==> config.mk <==
export PLATFORM = sky130hd
export DESIGN_NAME = sub_swap_core
export DESIGN_NICKNAME = d
export VERILOG_FILES = /design/src/rtl/sub_swap_pkg.sv /design/src/rtl/sub_swap_core.sv /design/src/rtl/sub_swap_alu.sv
export SDC_FILE = /design/constraint.sdc
export NUM_CORES = 1
export LEC_CHECK = 0
export BUFFER_PORTS_ARGS = -buffer_cell sky130_fd_sc_hd__buf_2
export CAP_MARGIN = 10
export CORE_MARGIN = 4
export CORE_UTILIZATION = 40
export CTS_CLUSTER_DIAMETER = 200
export DETAILED_ROUTE_END_ITERATION = 8
export HOLD_SLACK_MARGIN = 0.08
export PLACE_DENSITY = 0.68
export SLEW_MARGIN = 25
export SYNTH_ARGS = -nofsm -noshare
export SYNTH_HDL_FRONTEND = slang
export SYNTH_SLANG_ARGS = --single-unit
==> constraint.sdc <==
create_clock -name clock -period 4 [get_ports clock]
set_input_delay 1 -clock clock [delete_from_list [all_inputs] [get_ports clock]]
set_output_delay 1 -clock clock [all_outputs]
set_load 0.02 [all_outputs]
==> src/rtl/sub_swap_pkg.sv <==
// Constants for the subtract-with-borrow and nibble-swap datapath
`default_nettype none
package sub_swap_pkg;
    localparam int unsigned DATA_W = 8;
    localparam int unsigned BANK_W = 4;
    localparam int unsigned ADDR_W = 12;
    // Highest file address that goes indexed in extended mode
    localparam logic [7:0] INDEXED_MAX = 8'h5f;
    // Access bank split: low addresses map to bank 0, high to bank f
    localparam logic [7:0] ACCESS_SPLIT = 8'h80;
    localparam logic [3:0] ACCESS_HIGH_BANK = 4'hf;
    localparam logic [7:0] W_RESET = 8'h00;
    localparam logic [1:0] OP_NONE = 2'h0;
    localparam logic [1:0] OP_SUB_BORROW = 2'h1;
    localparam logic [1:0] OP_SWAP = 2'h2;
    localparam logic [3:0] PH_DECODE = 4'h1;
    localparam logic [3:0] PH_READ = 4'h2;
    localparam logic [3:0] PH_PROCESS = 4'h4;
    localparam logic [3:0] PH_WRITE = 4'h8;
endpackage
`default_nettype wire

==> src/rtl/sub_swap_core.sv <==
// Four-phase execution of subtract-with-borrow and nibble-swap
`default_nettype none
module sub_swap_core (
    input wire logic clock,
    input wire logic rstn,
    input wire logic start,
    input wire logic [1:0] opcode,
    input wire logic [7:0] file_addr,
    input wire logic dest_sel,
    input wire logic access_sel,
    input wire logic [3:0] bank_select_register,
    input wire logic extended_en,
    input wire logic [11:0] index_base,
    input wire logic carry_in,
    input wire logic [7:0] rdata,
    output logic [11:0] addr,
    output logic rd_en,
    output logic wr_en,
    output logic [7:0] wdata,
    output logic [7:0] work_reg,
    output logic carry_out,
    output logic indexed_mode,
    output logic [3:0] phase,
    output logic busy,
    output logic done
);
    typedef enum logic [3:0] {
        DECODE = 4'h1,
        READ = 4'h2,
        PROCESS = 4'h4,
        WRITE = 4'h8
    } phase_t;
    ////////////////////////////////////////////////////////////////////////
    phase_t state_q, state_d;
    logic active_q, active_d;
    logic [1:0] op_q;
    logic dest_q;
    logic [11:0] addr_q;
    logic idx_q;
    logic [7:0] opnd_q, res_q, work_q;
    logic carry_q, carry_res_q;
    logic [7:0] alu_res;
    logic alu_carry;
    logic [11:0] eff_addr;
    logic use_indexed;
    logic valid_op;
    logic take;

    assign valid_op = (opcode == sub_swap_pkg::OP_SUB_BORROW) ||
        (opcode == sub_swap_pkg::OP_SWAP);
    assign take = (state_q == DECODE) && !active_q && start && valid_op;
    // Effective address: indexed, banked or access bank
    assign use_indexed = extended_en && !access_sel &&
        (file_addr <= sub_swap_pkg::INDEXED_MAX);
    assign eff_addr = use_indexed ?
        12'(index_base + {4'h0, file_addr})
        : access_sel ? {bank_select_register, file_addr}
        : (file_addr < sub_swap_pkg::ACCESS_SPLIT) ? {4'h0, file_addr}
        : {sub_swap_pkg::ACCESS_HIGH_BANK, file_addr};

    sub_swap_alu u_alu (
        .op(op_q),
        .file_val(opnd_q),
        .work_val(work_q),
        .carry_in(carry_q),
        .result(alu_res),
        .carry_out(alu_carry)
    );

    ////////////////////////////////////////////////////////////////////////
    // Phase sequencer
    always_comb
    begin
        state_d = state_q;
        active_d = active_q;
        case (state_q)
            DECODE:
            begin
                if (active_q)
                    state_d = READ;
                else if (start && valid_op)
                    active_d = 1'b1;
            end
            READ: state_d = PROCESS;
            PROCESS: state_d = WRITE;
            WRITE:
            begin
                state_d = DECODE;
                active_d = 1'b0;
            end
            default:
            begin
                state_d = DECODE;
                active_d = 1'b0;
            end
        endcase
    end

    always_ff @(posedge clock or negedge rstn)
    begin
        if (!rstn)
        begin
            state_q <= DECODE;
            active_q <= 1'b0;
        end
        else
        begin
            state_q <= state_d;
            active_q <= active_d;
        end
    end

    // Decode captures the instruction word fields
    always_ff @(posedge clock or negedge rstn)
    begin
        if (!rstn)
        begin
            op_q <= sub_swap_pkg::OP_NONE;
            dest_q <= 1'b0;
            addr_q <= 12'h000;
            idx_q <= 1'b0;
            carry_q <= 1'b0;
        end
        else if (take)
        begin
            op_q <= opcode;
            dest_q <= dest_sel;
            addr_q <= eff_addr;
            idx_q <= use_indexed;
            carry_q <= carry_in;
        end
    end

    // Read, process and write phases
    always_ff @(posedge clock or negedge rstn)
    begin
        if (!rstn)
        begin
            opnd_q <= 8'h00;
            res_q <= 8'h00;
            carry_res_q <= 1'b0;
            work_q <= sub_swap_pkg::W_RESET;
        end
        else
        begin
            if (state_q == READ)
                opnd_q <= rdata;
            if (state_q == PROCESS)
            begin
                res_q <= alu_res;
                carry_res_q <= alu_carry;
            end
            if (state_q == WRITE && !dest_q)
                work_q <= res_q;
        end
    end

    assign addr = addr_q;
    assign rd_en = (state_q == READ);
    assign wr_en = (state_q == WRITE) && dest_q;
    assign wdata = res_q;
    assign work_reg = work_q;
    assign carry_out = carry_res_q;
    assign indexed_mode = idx_q;
    assign phase = state_q;
    assign busy = active_q;
    assign done = (state_q == WRITE);

    ////////////////////////////////////////////////////////////////////////
    // Checks on sequencing, destinations and addressing
    a_four_phase: assert property (@(posedge clock)
        disable iff (!rstn)
        (state_q == DECODE && active_q) |=> rd_en ##1 !rd_en ##1 done)
        else $error("instruction did not take four phases");
    a_dest_file: assert property (@(posedge clock) disable iff (!rstn)
        done && dest_q |-> wr_en && wdata == res_q ##1
        work_reg == $past(work_reg))
        else $error("file destination not written");
    a_dest_work: assert property (@(posedge clock) disable iff (!rstn)
        done && !dest_q |=> work_reg == $past(res_q) && !$past(wr_en))
        else $error("working destination not written");
    a_sub_value: assert property (@(posedge clock) disable iff (!rstn)
        state_q == PROCESS && op_q == sub_swap_pkg::OP_SUB_BORROW |=>
        res_q == 8'($past(opnd_q) - $past(work_q) - {7'h00, !$past(carry_q)}))
        else $error("subtract with borrow result wrong");
    a_sub_carry: assert property (@(posedge clock) disable iff (!rstn)
        state_q == PROCESS && op_q == sub_swap_pkg::OP_SUB_BORROW |=>
        carry_out == ({1'b0, $past(opnd_q)} >=
        {1'b0, $past(work_q)} + {8'h00, !$past(carry_q)}))
        else $error("subtract with borrow carry wrong");
    a_swap_value: assert property (@(posedge clock)
        disable iff (!rstn)
        state_q == PROCESS && op_q == sub_swap_pkg::OP_SWAP |=>
        res_q == {$past(opnd_q[3:0]), $past(opnd_q[7:4])})
        else $error("nibble swap result wrong");
    a_bank_sel: assert property (@(posedge clock) disable iff (!rstn)
        state_q == DECODE && !active_q && start && valid_op && access_sel
        |=> addr == {$past(bank_select_register), $past(file_addr)})
        else $error("banked address wrong");
    a_indexed: assert property (@(posedge clock) disable iff (!rstn)
        state_q == DECODE && !active_q && start && valid_op |=>
        indexed_mode == ($past(extended_en) && !$past(access_sel) &&
        $past(file_addr) <= 8'h5f))
        else $error("indexed mode selection wrong");
    a_access_bank: assert property (@(posedge clock)
        disable iff (!rstn)
        take && !access_sel && !use_indexed |=>
        addr == {(($past(file_addr) < sub_swap_pkg::ACCESS_SPLIT) ? 4'h0
        : sub_swap_pkg::ACCESS_HIGH_BANK), $past(file_addr)})
        else $error("access bank address wrong");
    a_addr_held: assert property (@(posedge clock) disable iff (!rstn)
        active_q |=> addr == $past(addr))
        else $error("address changed during an instruction");
    a_work_held: assert property (@(posedge clock) disable iff (!rstn)
        !done |=> work_reg == $past(work_reg))
        else $error("working register changed outside a write");
    a_no_write: assert property (@(posedge clock) disable iff (!rstn)
        wr_en |-> state_q == WRITE && active_q)
        else $error("write outside the write phase");
endmodule
`default_nettype wire

==> src/rtl/sub_swap_alu.sv <==
// Arithmetic unit: subtract with borrow and nibble swap
`default_nettype none
module sub_swap_alu (
    input wire logic [1:0] op,
    input wire logic [7:0] file_val,
    input wire logic [7:0] work_val,
    input wire logic carry_in,
    output logic [7:0] result,
    output logic carry_out
);
    logic [8:0] diff;
    // f + ~W + C equals f - W - ~C in two's complement
    assign diff = {1'b0, file_val} + {1'b0, ~work_val} + {8'h00, carry_in};
    assign result = (op == sub_swap_pkg::OP_SWAP) ?
        {file_val[3:0], file_val[7:4]} : diff[7:0];
    assign carry_out = (op == sub_swap_pkg::OP_SUB_BORROW) ? diff[8]
        : carry_in;
endmodule
`default_nettype wire

==> summary.txt <==
Clocking
  – Post-cts resize count: 0
  – Worst skew pair latency: ~300 ps
  – Root Buffer: clkbuf_8
  – CTS tree: built
  – H-tree depth: 2
  – # hold bufs at CTS: 0
  – CTS Sinks: 47
  – CTS clk-pin slew, worst paths: 90 ps
  – Post-CTS setup buffers: 0
  – Clk buf depth: 2
  – TritonCTS Buffers: 5

Global route
  – Total GRT Usage: 16.28%
  – Vias in the first global route: between 2000 and 2500
  – Busiest grt layer: met2
  – First-pass GRT wire length: between 10 and 15 mm
  – GR Util met1: between 20% and 30%
  – Congestion Overflow GR: 0
  – M2 GR Usage: 27.64%
  – Initial antenna violation count: 0
  – Met3 Use GR: 3.138%
  – Largest net degree at the start of global routing: between 40 and 50

STA
  – Max frequency: approximately 390 MHz
  – Max Slew Vio Count: 0
  – Fin crit share: between 60% and 70%
  – Rel. slew slack: 47.59%
  – Clk_skew: approximately 7.5 ps
  – Final Setup Violations: 0
  – Setup TNS: 0 ps
  – Crit path time final: about 2600 ps
  – Post-route setup slack: around 1400 ps
  – RSZ-0062 raised after global routing: no
  – Fin. Hold Viols: 0
  – Actual slew at the worst max-slew pin: just under 800 ps

Yosys
  – Ys flop type: dfrtp_1
  – Cells after Synth: ~320
  – Mapped cell area: between 2000 and 3000 µm²
  – Post-Syn Nets: roughly 380
  – Register area share after synthesis: approximately two fifths
  – Mapped Avg Cell Area: a little over 9 µm²
  – Synth warn: 0
  – Number of synthesized flops with an enable pin: 0
  – Ys async rst share: 100.0%
  – Seq cells post-synth: 47
  – Netlist cell types: 59

Route
  – Final WL: slightly below 7 mm
  – Routed vias/inst: 5.241
  – Detail Route Antenna Nets: 0
  – DRC Markers: 0
  – Pre-Repair DR Iteration Count: 4
  – Wirelength per Cell: approximately 14 µm
  – Routed vias: 2568
  – Initial DRC Count: 58

Place
  – Place WS: 1295 ps
  – Detail Placement HPWL: approximately 5.3 mm
  – Port buffer count: 78
  – GP Congestion: a little under 0.9
  – Placed Instance Area: between 3000 and 4000 µm²

Cells and area
  – Final net count: 452
  – Commonest non-fill, non-tap cell in the layout: buf_2
  – Max reg flops: 12
  – Most frequent cells in the layout: buf_2 (77), dfrtp_1 (46), nand2_1 (38)
  – Fin util: roughly half
  – Area growth syn-to-layout: 19.77%
  – Final Cell Area: 3510 µm²
  – Share of layout cells above drive strength 1: 25.89%
  – Number of diodes: 0

Die
  – Ports: between 70 and 80
  – Core area: 6944 µm²
  – Std cell rows: 30
  – Die area: approximately 8800 µm²
  – Die width: 93.59 µm
  – Initial core utilization: 42.20%
  – Die Height: about 94 µm

Worst setup path
  – Largest stage delay on the critical path: a little over 500 ps
  – Worst setup path class: flip-flop to output pin
  – Worst path cell trace: inv_1 -> nor4_2 -> and2_1 -> buf_2
  – WP data required: 3000 ps
  – Type of element capturing the critical path: output pin
  – Setup crit start kind: flip-flop
  – CP arrival: 1560 ps
  – Slowest-stage cell, CP: dfrtp_1
  – Crit-path max FO: 7

Power and ir drop
  – PD cells: just under 700 nW/µm²
  – Pleak: around 1.7 nW
  – VDD IR max: between 0.15 and 0.2 mV
  – Design Power: ~2.4 mW

Outcome
  – Status: finished, final reports clean

Min path
  – Worst hold path class: flip-flop to flip-flop

Flow run
  – Max cap viols: 0
[kinds of logic (layout without fill, tap and decap cells)]
kind of cell	Yosys count	in the layout	share of synthesized area, %
adder cells (fa/ha/maj)	18	18	8.454
buffers and inverters	35	107	5.422
flip-flops	47	47	40.18
AND/OR/NAND/NOR	105	105	18.53
XOR/XNOR	7	7	2.092
multiplexers	13	13	4.782
AO/OA/AOI/OAI	97	97	20.54
[per-stage QoR]
| stage | cells | hold slack [ps] |
|---|---|---|
| 4_1_cts | 490 | 499.4 |
| 5_1_grt | 490 | 523.8 |
| 3_3_place_gp | 482 | 467.3 |
| 3_5_place_dp | 482 | 478.9 |
| 2_1_floorplan | 322 | 452.3 |
| 6_report | 490 | 490.4 |
[critical path: cells and delay by family (launching register included)]
kind | cells | cell delay (ps)
flip-flops | 1 | 510
AND/OR/NAND/NOR | 2 | 480
buffers and inverters | 2 | 270
[final timing paths]
path	startpoint	depth (start not counted)	endpoint	slack, ps
max	phase[3]	4	wr_en	1440
min	addr[1]	2	addr[1]	490
max reg2reg	phase[0]	5	addr[9]	1710
min reg2reg	addr[1]	2	addr[1]	490
max in group asynchronous	rstn	1	opnd_q[7]	2900
min in group asynchronous	rstn	1	work_reg[7]	700
[Yosys cell counts (all sizes together), types with 3 or more instances]
library cell,instances,area [µm²]
a211oi,6,50.05
a21o,4,30.03
a21oi,29,145.1
buf,10,65.06
clkbuf,6,22.52
dfrtp,46,1151
fa,3,60.06
ha,15,187.7
inv,18,67.56
mux2,8,90.09
mux2i,5,50.05
nand2,38,142.6
nand3,13,65.06
nor2,17,63.81
nor2b,5,31.28
nor3,7,35.03
nor3b,3,22.52
nor4b,4,50.05
o211ai,5,37.54
o21a,5,37.54
o21ai,30,150.1
or3,3,18.77
xor2,5,43.79
[area by class of cell]
| type | instances | area, µm² |
|---|---|---|
| clock inverter | 2 | 60.06 |
| fill | 685 | 3435 |
| inverter | 19 | 71.32 |
| multi-input combinational | 240 | 1600 |
| clock buffer | 6 | 72.57 |
| timing repair buffer | 80 | 407.9 |
| sequential | 47 | 1177 |
| tap | 96 | 120.1 |
[report_power, final]
group	switching, mW	internal [mW]	total [mW]
Clock	0.163	0.250	0.412
Combinational	0.675	0.484	1.16
Sequential	0.161	0.664	0.824
[per-layer routing]
metal  part of all wire [%]  vias to the layer above
li1                       -                     1291
met1                     46                     1210
met2                     49                       62
met3                    4.4                        5
met4                   0.90                        0
met5                      0                        -
Power figures use the tool's default switching activity.
